<file path="src/vsf_pkg.sv">
// Purpose: Shared constants, types and tables of the valley select and fault logic
// Assumes: 100 MHz core clock, comparator outputs as active-high levels
// Notes: Long counts are defaults for top-level parameters
package vsf_pkg;
    localparam int unsigned CLK_MHZ = 100;
    localparam int unsigned NS_PER_US = 1000;
    localparam int unsigned US_PER_MS = 1000;
    localparam int unsigned MS_PER_S = 1000;
    localparam int unsigned TIMEOUT_NS = 6500;
    localparam int unsigned TIMEOUT_CYC = (TIMEOUT_NS * CLK_MHZ + NS_PER_US - 1) / NS_PER_US;
    localparam int unsigned WSHORT_MS = 90;
    localparam int unsigned WSHORT_CYC = WSHORT_MS * US_PER_MS * CLK_MHZ;
    localparam int unsigned RESTART_S = 4;
    localparam int unsigned RESTART_CYC = RESTART_S * MS_PER_S * US_PER_MS * CLK_MHZ;
    localparam int unsigned BROWNOUT_MS = 50;
    localparam int unsigned BROWNOUT_CYC = BROWNOUT_MS * US_PER_MS * CLK_MHZ;
    localparam int unsigned BLANK_NS = 300;
    localparam int unsigned BLANK_CYC = (BLANK_NS * CLK_MHZ + NS_PER_US - 1) / NS_PER_US;
    localparam logic [6:0] FFWD_MIN_PCT = 7'h06;
    // Synchronised comparator inputs
    localparam int IN_VALLEY = 0;
    localparam int IN_WSHORT = 1;
    localparam int IN_LINE_2P4 = 2;
    localparam int IN_LINE_2P3 = 3;
    localparam int IN_LINE_1P0 = 4;
    localparam int IN_LINE_0P9 = 5;
    localparam int IN_CS_LOW = 6;
    localparam int IN_UNLATCH = 7;
    localparam int IN_VCC_ON = 8;
    localparam int IN_W = 9;
    // Register byte offsets
    localparam logic [7:0] REG_CTRL = 8'h00;
    localparam logic [7:0] REG_SETPOINT = 8'h04;
    localparam logic [7:0] REG_ONTIME = 8'h08;
    localparam logic [7:0] REG_STATUS = 8'h0C;
    localparam logic [7:0] REG_MASK = 8'h10;
    localparam logic [7:0] REG_STATE = 8'h14;
    // Field positions
    localparam int CTRL_ENABLE = 0;
    localparam int CTRL_LATCH = 1;
    localparam int EV_WSHORT = 0;
    localparam int EV_BROWNOUT = 1;
    localparam int EV_CS_SHORT = 2;
    localparam int EV_TIMEOUT = 3;
    localparam int EV_VALLEY = 4;
    localparam int EV_W = 5;
    localparam int SF_VALLEY = 0;
    localparam int SF_HIGH = 4;
    localparam int SF_BAND = 5;
    localparam int SF_STATE = 8;
    localparam int SF_GATE = 11;
    // Reset values and last band index
    localparam logic [6:0] SETPOINT_RST = 7'h64;
    localparam logic [15:0] ONTIME_RST = 16'h0064;
    localparam logic [2:0] BAND_LAST = 3'h5;

    typedef enum logic [2:0] {
        ST_IDLE, ST_RUN, ST_RESTART_WAIT, ST_LATCHED, ST_BROWNOUT, ST_CS_WAIT
    } vsf_state_e;

    typedef enum logic {PH_WAIT, PH_ON} vsf_phase_e;

    // Valley number per current band, low or high line column
    function automatic logic [3:0] vsf_valley_of(input logic [2:0] band, input logic high_line);
        logic [3:0] v;
        v = 4'h1;
        case (band)
            3'h0: v = high_line ? 4'h2 : 4'h1;
            3'h1: v = high_line ? 4'h3 : 4'h2;
            3'h2: v = high_line ? 4'h5 : 4'h4;
            3'h3: v = high_line ? 4'h8 : 4'h7;
            3'h4: v = high_line ? 4'hC : 4'hB;
            default: v = high_line ? 4'hF : 4'hD;
        endcase
        return v;
    endfunction

    // Set-point below which band k is entered when falling
    function automatic logic [6:0] vsf_fall_edge(input logic [2:0] k);
        logic [6:0] e;
        e = 7'h00;
        case (k)
            3'h1: e = 7'h4B;
            3'h2: e = 7'h32;
            3'h3: e = 7'h1E;
            3'h4: e = 7'h0F;
            3'h5: e = 7'h06;
            default: e = 7'h00;
        endcase
        return e;
    endfunction

    // Set-point at or above which band k is left when rising
    function automatic logic [6:0] vsf_rise_edge(input logic [2:0] k);
        logic [6:0] e;
        e = 7'h7F;
        case (k)
            3'h1: e = 7'h4E;
            3'h2: e = 7'h35;
            3'h3: e = 7'h21;
            3'h4: e = 7'h14;
            3'h5: e = 7'h08;
            default: e = 7'h7F;
        endcase
        return e;
    endfunction
endpackage

</file>
<file path="src/vsf_sync.sv">
// Purpose: Two-flop synchroniser bank for comparator inputs
// Assumes: Inputs are asynchronous levels
// Notes: First stage feeds only the second stage
`timescale 1ns/100ps
module vsf_sync
    import vsf_pkg::*;
#(
    parameter int W = IN_W
)
(
    input wire logic ref_clk_i,
    input wire logic rst_i,
    input wire logic [W-1:0] d_i,
    output logic [W-1:0] q_o
);
    typedef struct packed {
        logic [W-1:0] s1;
        logic [W-1:0] s2;
    } vsf_sync_s;

    vsf_sync_s r;
    vsf_sync_s next_r;

    always_comb
    begin
        next_r = r;
        next_r.s1 = d_i;
        next_r.s2 = r.s1;
    end

    always_ff @(posedge ref_clk_i or posedge rst_i)
    begin
        if (rst_i)
        begin
            r <= '0;
        end
        else
        begin
            r <= next_r;
        end
    end

    assign q_o = r.s2;
endmodule // vsf_sync

</file>
<file path="src/vsf_top.sv">
// Purpose: Valley selection, valley timeout, fault timers and gate enable
// Assumes: Comparators give active-high levels; APB3 slave, one wait state
// Notes: Long durations are parameters so simulation can shorten them
`timescale 1ns/100ps
// Functional notes
// - Band and line range map to valley 1,2,4,7,11,13 or 2,3,5,8,12,15
// - Band edges fall at 75,50,30,15,6 percent, rise at 78,53,33,20,8
// - Line above 2.4 V selects the high-line column
// - High-line column is left only when line drops below 2.3 V
// - Each drop of zero-cross sense below valley threshold is a valley
// - Below threshold 6.5 us without new valley makes a substitute pulse
// - Substitute pulses count as valleys
// - Winding-short timer reaching 90 ms stops gate pulses as a fault
// - Auto-restart variant resumes switching 4 s after winding fault
// - Latching variant holds fault until supply drops below unlatch level
// - Feed-forward enabled only while gate on and set-point above 6 percent
// - Start-up permitted only when line is above 1 V
// - Line below 0.9 V for 50 ms shuts down; any recovery restarts timer
// - Leaving brown-out enters start-up immediately
// - Sense still low after blanking while on shuts down until next hiccup
// - Chosen valley holds until band or range passes a hysteresis edge
module vsf_top
    import vsf_pkg::*;
#(
    parameter int unsigned WSHORT_CYCLES = WSHORT_CYC,
    parameter int unsigned RESTART_CYCLES = RESTART_CYC,
    parameter int unsigned BROWNOUT_CYCLES = BROWNOUT_CYC
)
(
    input wire logic ref_clk_i,
    input wire logic rst_i,
    input wire logic valley_cmp_i,
    input wire logic winding_short_cmp_i,
    input wire logic line_above_2p4_i,
    input wire logic line_above_2p3_i,
    input wire logic line_above_1p0_i,
    input wire logic line_above_0p9_i,
    input wire logic cs_low_cmp_i,
    input wire logic supply_unlatch_i,
    input wire logic supply_on_i,
    input wire logic psel_i,
    input wire logic penable_i,
    input wire logic pwrite_i,
    input wire logic [7:0] paddr_i,
    input wire logic [31:0] pwdata_i,
    output logic [31:0] prdata_o,
    output logic pready_o,
    output logic pslverr_o,
    output logic gate_drive_out_o,
    output logic ffwd_en_o,
    output logic irq_o
);
    typedef struct packed {
        vsf_state_e st;
        vsf_phase_e ph;
        logic high_line;
        logic [2:0] band;
        logic [3:0] valley_cnt;
        logic [31:0] tmo_cnt;
        logic [31:0] wshort_cnt;
        logic [31:0] bo_cnt;
        logic [31:0] wait_cnt;
        logic [15:0] on_cnt;
        logic [31:0] blank_cnt;
        logic valley_prev;
        logic vcc_on_prev;
        logic enable;
        logic latch_mode;
        logic [6:0] setpoint;
        logic [15:0] ontime;
        logic [EV_W-1:0] status;
        logic [EV_W-1:0] mask;
        logic gate;
        logic ffwd;
        logic irq;
        logic pready;
        logic pslverr;
        logic [31:0] prdata;
    } vsf_top_s;

    vsf_top_s r;
    vsf_top_s next_r;
    logic [IN_W-1:0] raw_in;
    logic [IN_W-1:0] sin;

    assign raw_in = {supply_on_i, supply_unlatch_i, cs_low_cmp_i, line_above_0p9_i,
                     line_above_1p0_i, line_above_2p3_i, line_above_2p4_i,
                     winding_short_cmp_i, valley_cmp_i};

    vsf_sync #(
        .W(IN_W)
    ) u_sync (
        .ref_clk_i(ref_clk_i),
        .rst_i(rst_i),
        .d_i(raw_in),
        .q_o(sin)
    );

    always_comb
    begin
        logic valley_ev;
        logic tmo_ev;
        logic count_ev;
        logic wshort_hit;
        logic bo_hit;
        logic cs_hit;
        logic vcc_rise;
        logic wr;
        logic rd;
        logic [EV_W-1:0] ev_set;
        logic [EV_W-1:0] ev_clr;
        logic [31:0] rdata;
        logic [3:0] vsel;
        valley_ev = 1'b0;
        tmo_ev = 1'b0;
        count_ev = 1'b0;
        wshort_hit = 1'b0;
        bo_hit = 1'b0;
        cs_hit = 1'b0;
        vcc_rise = 1'b0;
        wr = 1'b0;
        rd = 1'b0;
        ev_set = '0;
        ev_clr = '0;
        rdata = '0;
        vsel = vsf_valley_of(r.band, r.high_line);
        next_r = r;

        next_r.valley_prev = sin[IN_VALLEY];
        next_r.vcc_on_prev = sin[IN_VCC_ON];
        vcc_rise = sin[IN_VCC_ON] & ~r.vcc_on_prev;

        // Line range with hysteresis
        if (!r.high_line && sin[IN_LINE_2P4])
        begin
            next_r.high_line = 1'b1;
        end
        else if (r.high_line && !sin[IN_LINE_2P3])
        begin
            next_r.high_line = 1'b0;
        end

        // Current band with hysteresis, one step per cycle
        if (r.band < BAND_LAST && r.setpoint < vsf_fall_edge(r.band + 3'h1))
        begin
            next_r.band = r.band + 3'h1;
        end
        else if (r.band != 3'h0 && r.setpoint >= vsf_rise_edge(r.band))
        begin
            next_r.band = r.band - 3'h1;
        end

        // Valley detection and timeout
        valley_ev = sin[IN_VALLEY] & ~r.valley_prev;
        if (!sin[IN_VALLEY] || valley_ev)
        begin
            next_r.tmo_cnt = '0;
        end
        else if (r.tmo_cnt == TIMEOUT_CYC - 1)
        begin
            next_r.tmo_cnt = '0;
            tmo_ev = 1'b1;
        end
        else
        begin
            next_r.tmo_cnt = r.tmo_cnt + 32'h1;
        end
        count_ev = valley_ev | tmo_ev;

        // Winding short timer
        if (!sin[IN_WSHORT] || r.st != ST_RUN)
        begin
            next_r.wshort_cnt = '0;
        end
        else if (r.wshort_cnt == WSHORT_CYCLES - 1)
        begin
            wshort_hit = 1'b1;
            next_r.wshort_cnt = '0;
        end
        else
        begin
            next_r.wshort_cnt = r.wshort_cnt + 32'h1;
        end

        // Brown-out qualification, restarted by any recovery
        if (sin[IN_LINE_0P9] || r.st != ST_RUN)
        begin
            next_r.bo_cnt = '0;
        end
        else if (r.bo_cnt == BROWNOUT_CYCLES - 1)
        begin
            bo_hit = 1'b1;
            next_r.bo_cnt = '0;
        end
        else
        begin
            next_r.bo_cnt = r.bo_cnt + 32'h1;
        end

        // Switching cycle
        if (r.st == ST_RUN && r.ph == PH_ON)
        begin
            if (r.blank_cnt < BLANK_CYC)
            begin
                next_r.blank_cnt = r.blank_cnt + 32'h1;
            end
            else if (sin[IN_CS_LOW])
            begin
                cs_hit = 1'b1;
            end
            if (r.on_cnt >= r.ontime)
            begin
                next_r.gate = 1'b0;
                next_r.ph = PH_WAIT;
            end
            else
            begin
                next_r.on_cnt = r.on_cnt + 16'h1;
            end
        end
        else if (r.st == ST_RUN && count_ev)
        begin
            if (r.valley_cnt + 4'h1 >= vsel)
            begin
                next_r.valley_cnt = '0;
                next_r.gate = 1'b1;
                next_r.ph = PH_ON;
                next_r.on_cnt = '0;
                next_r.blank_cnt = '0;
            end
            else
            begin
                next_r.valley_cnt = r.valley_cnt + 4'h1;
            end
        end

        // Operating state
        case (r.st)
            ST_IDLE:
            begin
                if (r.enable && sin[IN_LINE_1P0])
                begin
                    next_r.st = ST_RUN;
                end
            end
            ST_RUN:
            begin
                if (wshort_hit)
                begin
                    next_r.st = r.latch_mode ? ST_LATCHED : ST_RESTART_WAIT;
                    next_r.wait_cnt = '0;
                end
                else if (bo_hit)
                begin
                    next_r.st = ST_BROWNOUT;
                end
                else if (cs_hit)
                begin
                    next_r.st = ST_CS_WAIT;
                end
            end
            ST_RESTART_WAIT:
            begin
                if (r.wait_cnt == RESTART_CYCLES - 1)
                begin
                    next_r.st = ST_IDLE;
                end
                else
                begin
                    next_r.wait_cnt = r.wait_cnt + 32'h1;
                end
            end
            ST_LATCHED:
            begin
                if (sin[IN_UNLATCH])
                begin
                    next_r.st = ST_IDLE;
                end
            end
            ST_BROWNOUT:
            begin
                if (sin[IN_LINE_1P0])
                begin
                    next_r.st = ST_RUN;
                end
            end
            ST_CS_WAIT:
            begin
                if (vcc_rise)
                begin
                    next_r.st = ST_IDLE;
                end
            end
            default:
            begin
                next_r.st = ST_IDLE;
            end
        endcase
        if (!r.enable)
        begin
            next_r.st = ST_IDLE;
        end
        if (next_r.st != ST_RUN)
        begin
            next_r.gate = 1'b0;
            next_r.ph = PH_WAIT;
            next_r.valley_cnt = '0;
        end
        next_r.ffwd = next_r.gate && (r.setpoint > FFWD_MIN_PCT);

        // APB slave, one wait state
        wr = psel_i & penable_i & pwrite_i & r.pready;
        rd = psel_i & penable_i & ~pwrite_i & ~r.pready;
        next_r.pready = psel_i & penable_i & ~r.pready;
        next_r.pslverr = 1'b0;
        if (psel_i && penable_i && !r.pready)
        begin
            case (paddr_i)
                REG_CTRL, REG_SETPOINT, REG_ONTIME, REG_STATUS, REG_MASK, REG_STATE:
                begin
                    next_r.pslverr = 1'b0;
                end
                default:
                begin
                    next_r.pslverr = 1'b1;
                end
            endcase
        end
        case (paddr_i)
            REG_CTRL:
            begin
                rdata[CTRL_ENABLE] = r.enable;
                rdata[CTRL_LATCH] = r.latch_mode;
            end
            REG_SETPOINT:
            begin
                rdata[6:0] = r.setpoint;
            end
            REG_ONTIME:
            begin
                rdata[15:0] = r.ontime;
            end
            REG_STATUS:
            begin
                rdata[EV_W-1:0] = r.status;
            end
            REG_MASK:
            begin
                rdata[EV_W-1:0] = r.mask;
            end
            REG_STATE:
            begin
                rdata[SF_VALLEY +: 4] = vsel;
                rdata[SF_HIGH] = r.high_line;
                rdata[SF_BAND +: 3] = r.band;
                rdata[SF_STATE +: 3] = r.st;
                rdata[SF_GATE] = r.gate;
            end
            default:
            begin
                rdata = '0;
            end
        endcase
        next_r.prdata = rd ? rdata : '0;
        if (wr)
        begin
            case (paddr_i)
                REG_CTRL:
                begin
                    next_r.enable = pwdata_i[CTRL_ENABLE];
                    next_r.latch_mode = pwdata_i[CTRL_LATCH];
                end
                REG_SETPOINT:
                begin
                    next_r.setpoint = pwdata_i[6:0];
                end
                REG_ONTIME:
                begin
                    next_r.ontime = pwdata_i[15:0];
                end
                REG_STATUS:
                begin
                    ev_clr = pwdata_i[EV_W-1:0];
                end
                REG_MASK:
                begin
                    next_r.mask = pwdata_i[EV_W-1:0];
                end
                default:
                begin
                    ev_clr = '0;
                end
            endcase
        end

        // Sticky events, set wins over clear
        ev_set[EV_WSHORT] = wshort_hit;
        ev_set[EV_BROWNOUT] = bo_hit;
        ev_set[EV_CS_SHORT] = cs_hit;
        ev_set[EV_TIMEOUT] = tmo_ev;
        ev_set[EV_VALLEY] = valley_ev;
        next_r.status = (r.status & ~ev_clr) | ev_set;
        next_r.irq = |(next_r.status & next_r.mask);
    end

    always_ff @(posedge ref_clk_i or posedge rst_i)
    begin
        if (rst_i)
        begin
            r <= '0;
            r.st <= ST_IDLE;
            r.ph <= PH_WAIT;
            r.setpoint <= SETPOINT_RST;
            r.ontime <= ONTIME_RST;
        end
        else
        begin
            r <= next_r;
        end
    end

    assign prdata_o = r.prdata;
    assign pready_o = r.pready;
    assign pslverr_o = r.pslverr;
    assign gate_drive_out_o = r.gate;
    assign ffwd_en_o = r.ffwd;
    assign irq_o = r.irq;
endmodule // vsf_top

</file>
<file path="config.mk">
export PLATFORM = sky130hd
export DESIGN_NAME = vsf_top
export DESIGN_NICKNAME = d
export VERILOG_FILES = /design/src/vsf_pkg.sv /design/src/vsf_sync.sv /design/src/vsf_top.sv
export SDC_FILE = /design/constraint.sdc
export NUM_CORES = 1
export LEC_CHECK = 0
export BUFFER_PORTS_ARGS = -buffer_cell sky130_fd_sc_hd__buf_2
export CORE_MARGIN = 5
export CORE_UTILIZATION = 45
export CTS_CLUSTER_SIZE = 8
export DETAILED_ROUTE_END_ITERATION = 8
export PLACE_DENSITY_LB_ADDON = 0.15
export RECOVER_POWER = 25
export REMOVE_ABC_BUFFERS = 1
export SYNTH_ARGS = -nofsm -noshare
export SYNTH_HDL_FRONTEND = slang
export SYNTH_SLANG_ARGS = --single-unit
</file>
<file path="constraint.sdc">
create_clock -name ref_clk_i -period 8.2 [get_ports ref_clk_i]
set_input_delay 0.82 -clock ref_clk_i [delete_from_list [all_inputs] [get_ports ref_clk_i]]
set_output_delay 0.82 -clock ref_clk_i [all_outputs]
set_load 0.1 [all_outputs]
</file>
## Word level (Yosys, flattened, before mapping)

Index checks and enable logic that the tools add are counted.

- Register bits after elaboration: 264
- Input port bits: 54
- Output and inout port bits: 37
- Word-level logic and storage cells: 206

- $add $sub $neg: 9
- Magnitude comparators: 7
- Equal/unequal tests: 32
- Multiplexer cells: 74
- Bitwise logic cells: 17
- Reduce and logical (&&, ||, !) cells: 40

Operator list:

| operator | count |
|---|---|
| $mux W32 | 9 |
| $add A32 B1 Y32 const B | 5 |
| $mux W48 | 3 |
| $pmux W7 S5 | 2 |
| $pmux W32 S2 | 1 |
| $mux W3 | 12 |
| $eq A32 B10 Y1 const B | 1 |
| $eq A32 B23 Y1 const B | 1 |
| $eq A32 B24 Y1 const B | 1 |
| $eq A32 B29 Y1 const B | 1 |
| $lt A32 B5 Y1 const B | 1 |
| $mux W16 | 2 |
| $mux W1 | 26 |
| $mux W4 | 6 |
| $mux W5 | 4 |
| $pmux W4 S5 | 1 |
| $eq A3 B2 Y1 const B | 6 |
| $eq A3 B3 Y1 const B | 6 |
| $pmux W3 S6 | 1 |
| $add A16 B1 Y16 const B | 1 |
| $eq A8 B4 Y1 const B | 2 |
| $eq A8 B5 Y1 const B | 2 |
| $ge A16 B16 Y1 | 1 |
| $pmux W3 S5 | 1 |
| other kinds (35) | 83 |

## Longest topological paths before layout

- Depth in word-level cells: 11
- Depth in mapped cells: 14
- Mapped depth without buffers: 12

## By module

From an unflattened synthesis, not the netlist that was laid out.

- Cell total of the unflattened synthesis: 1395
- Area, all modules: 13701.9 um2

By module, submodules not included:

| module | instances | cells an instance | area each (um2) | sequential area each (um2) |
|---|---|---|---|---|
| vsf_top | 1 | 1376 | 13247.7 | 6163.4 |
| vsf_sync | 1 | 19 | 454.2 | 450.4 |

## Worst setup path before layout

OpenSTA, ideal clock, no wires.

- Path type: reg2reg
- From: reg r[255] in the netlist's numbering
- To: reg r[74] in the netlist's numbering
- Library setup time: 132 ps
- Arrival time: 2876 ps
- Slack: 5192 ps
- Cell stages (with the launch flop): 14
- Clock period less this slack: 3008 ps
- Path through: dfrtp_1 -> inv_1 -> ha_1 -> clkbuf_1 -> nor2_1 -> o31a_1 -> ha_1 -> nand2b_1 -> a21oi_1 -> o21ai_1 -> and3_1 -> clkbuf_1 -> clkbuf_1 -> nor2_1

- Longest elaborated chain between the ends: 5

Ends and longest elaborated chain:

| item | line | RTL |
|---|---|---|
| start, declared | vsf_top.sv:81 | `vsf_top_s r;` |
| start signal, assigned | vsf_top.sv:418 | `r <= next_r;` |
| $eq A3 B3 Y1 (tied with other cells) | vsf_pkg.sv:67 | `case (band)` |
| $pmux W4 S5 (*) | vsf_pkg.sv:67 |  |
| $ge A4 B4 Y1 (*) | vsf_top.sv:223 | `if (r.valley_cnt + 4'h1 >= vsel)` |
| $reduce_bool A2 Y1 (no line) (*) | n/a |  |
| $reduce_and A3 Y1 (no line) (*) | n/a |  |

Every way passes the cells marked *; elsewhere a longest branch is shown, timed or not.
A chain may end at the register's enable or synchronous reset.

==> flow_metrics.py <==
metrics = {
    "worst_setup_path": {
        "path_common_cell": "ha_1",
        "path_cells": "inv_1 -> ha_1 -> nor2_1 -> nand2_1 -> o31a_1 -> ha_1 -> nand2b_1 -> a21oi_1 -> o21ai_1 -> nand3_1 -> a221o_1 -> nor3_1",
        "critPathMaxStageDelay_ns": 0.83,
        "critPathKind": "reg -> reg",
        "cp_slowest_cell": "nand3_1",
        "worstSetupEndpointType": "register",
        "cp.required_ns": 8.61,
        "critPathArrivalTime_ns": 4.82,
        "worst-path-max-fanout": 34,
        "cp-start-kind": "register",
    },
    "synthesis": {
        "netlist.area_leader.share_pct": 46.7,
        "yosysTopAreaCell": "dfrtp_1",
        "synth_area_um2": 13800,
        "async_reset_ff_share_pct": 100,
        "ys_top_cells_by_area": "dfrtp_1 47%, nor2_1 4.7%, ha_1 4.4%",
        "ys_seq_elements": 264,
        "synth_flop_cell": "dfrtp_1",
        "yosysSeqAreaShare_pct": 47.8,
        "syn_area_per_cell_um2": 10.1,
        "synth_edf_count": 0,
        "yosys_warnings": 0,
        "synthCells": 1373,
        "yosysUniqueCellTypes": 82,
    },
    "detailed_routing": {
        "vias": 10000,
        "wl_per_cell_um": 16.3,
        "post-route-drc-count": 0,
        "routed_wl_um": 29700,
        "drt_iter0_drc": 555,
        "drt_first_pass_iters": 5,
        "drtAntennaViolNets": 0,
        "via_per_inst": 5.51,
    },
    "clocking": {
        "cts_resized": 0,
        "cts_buffers": 39,
        "postCtsHoldBufs": 0,
        "clkLatencyLatePin_ns": 0.51,
        "cts-htree-levels": 2,
        "post_cts_buffers": 0,
        "cts_buffer_depth": 3,
        "cts_tree": "done",
        "cts.sink_count": 264,
        "clk_pin_slew_ns": 0.05,
        "cts_root_buf": "clkbuf_16",
    },
    "global_route": {
        "grt_max_degree": 178,
        "antenna_found_initial": 0,
        "grt_util_all_layers_pct": 17.5,
        "grt_pass1_vias": 9828,
        "grt_pass1_wl_um": 50200,
        "globalRouteOverflowTotal": 0,
    },
    "run": {
        "cap_violations": 1,
    },
    "power": {
        "vdd_drop_max_mv": 0.129,
        "pwr-share-seq_pct": 42.2,
        "comb_power_share_pct": 13.2,
        "power.total_mw": 3.20,
        "p_leak_nw": 6.67,
        "p_sw_mw": 0.840,
        "swShare_pct": 26.2,
        "internal_power_mw": 2.36,
        "p_clk_share_pct": 44.6,
        "power.density_nw_per_um2": 209,
    },
    "sta": {
        "fin_setup_tns_ns": 0,
        "slew_violations": 88,
        "fin_crit_sh_pct": 53.8,
        "slew_headroom_pct": -164,
        "tightest_slew_ns": 3.94,
        "hold_viol_final": 0,
        "fin_crit_ns": 4.41,
        "fmax_ghz": 0.227,
        "skew_ns": 0.0156,
        "rsz0062_at_grt": "false",
        "setup_viol": 0,
    },
    "worst_hold_path": {
        "hold_class": "reg -> reg",
    },
    "cells_and_area": {
        "diodes": 0,
        "final_common_cell": "dfrtp_1",
        "nets": 1517,
        "seq_area_um2": 6610,
        "multi_input_area_um2": 6610,
        "area_growth_pct": 10.8,
        "final_cell_mix": "258 x dfrtp_1, 174 x nor2_1, 75 x nand2_1",
        "n_fill_cell": 2826,
        "drive_gt1_share_pct": 10.7,
    },
    "floorplan": {
        "fp.coreArea_um2": 30500,
        "dieArea_um2": 34400,
        "initial_core_util_pct": 45.3,
        "io_pins": 91,
        "die_y_um": 185,
        "core.rowCount": 64,
        "die_width_um": 185,
    },
    "placement": {
        "portBuffers": 58,
        "dp_hpwl_um": 20300,
        "place_congestion": 0.832,
    },
    "outcome": {
        "violations": "max-capacitance violations, max-slew violations",
        "status": "finished with violations",
    },
}
## routing by layer
| metal | vias to the layer above | part of all wire, % | GRT usage [%] |
|---|---|---|---|
| li1 | 4920 | - | - |
| met4 | 0 | 1.8 | 4.46 |
| met3 | 43 | 3.7 | 2.59 |
| met1 | 4920 | 50 | 25.6 |
| met5 | - | 0 | 0 |
| met2 | 147 | 45 | 27.4 |
## stage by stage
stage / util [%] / area [um^2] / instances / setup slack [ns] / hold WS, ns
detailed placement: 46.9 / 14300 / 1769 / 3.81 / 0.335
floorplan: - / 13400 / 1309 / 0.121 / 0.331
global placement: 46.9 / 14300 / 1769 / 3.90 / 0.333
finish: 50.3 / 15300 / 1819 / 3.79 / 0.344
global route: 50.3 / 15300 / 1819 / 3.41 / 0.351
CTS: 50.3 / 15400 / 1819 / 3.78 / 0.346
## layout make-up
type                       instances  share of cell area, %
sequential                       264                   43.1
tap                              396                   3.23
inverter                          54                   1.33
timing repair buffer              64                   2.23
clock inverter                     1                 0.0571
multi-input combinational        991                   43.1
clock buffer                      49                   6.89
## registers in the layout (all words and copies together), names as in the netlist, 9 cells and up
| signal | count |
|---|---|
| u_sync.next_r | 9 |
| prdata_o | 16 |
| u_sync.q_o | 9 |
| r | 225 |
## worst max-delay path, delay by kind of cell, from the launching register on
family	cells	cell delay, ns
and+or+nand+nor	5	1.37
AOI/OAI and AO/OA	4	1.37
buffers and inverters	1	0.21
adders and majority gates	2	0.69
DFF	1	0.66
## power groups by stage
stage                     combinational [mW]  sequential, mW  clock (mW)
final                                  0.422            1.35        1.43
after global routing                   0.473            1.35        1.53
after CTS                              0.427            1.35        1.47
after detailed placement               0.425            1.37           0
after global placement                 0.416            1.37           0
after floorplan                        0.323            1.37           0
## Yosys cell counts, types with 8 or more instances
master,number
or3_1,23
nand4_1,44
nor4_1,25
o21ai_0,38
o211ai_1,8
nor2b_1,9
buf_4,35
o21ai_1,9
xnor2_1,53
and2_1,31
mux2_2,15
nand3_1,64
xor2_1,63
nor3_1,28
nand2b_1,14
clkbuf_1,34
a22oi_1,9
nand2_1,75
and3_1,27
dfrtp_1,258
ha_1,49
a21oi_1,40
a2111oi_0,9
nor2_1,174
mux2_1,17
and4_1,21
inv_1,54
mux2i_1,14
## path summary, 6_finish.rpt
kind                       cells past startpoint                       start                         end  slack (ns)
max                                           12          r[256]$_DFFE_PP0P_         ffwd_en_o$_DFF_PP0_        3.79
min                                            0  u_sync.next_r[6]$_DFF_PP0_     u_sync.q_o[6]$_DFF_PP0_        0.34
max reg2reg                                   12          r[256]$_DFFE_PP0P_         ffwd_en_o$_DFF_PP0_        3.79
min reg2reg                                    0  u_sync.next_r[6]$_DFF_PP0_     u_sync.q_o[6]$_DFF_PP0_        0.34
max in group asynchronous                      3                       rst_i          r[119]$_DFFE_PP0P_        4.68
min in group asynchronous                      2                       rst_i  u_sync.next_r[4]$_DFF_PP0_        1.48
## kinds of logic after synthesis
group,count (synthesis),share of synthesized area [%]
multiplexers,48,3.94
AND/OR/NAND/NOR,587,23.0
other,1,0.0271
adder cells (fa/ha/maj),49,4.43
XOR/XNOR,116,7.34
buffers and inverters,133,4.70
AO/OA/AOI/OAI,175,8.80
flip-flops,264,47.8
Note: power is estimated with default switching activity, not from simulation.
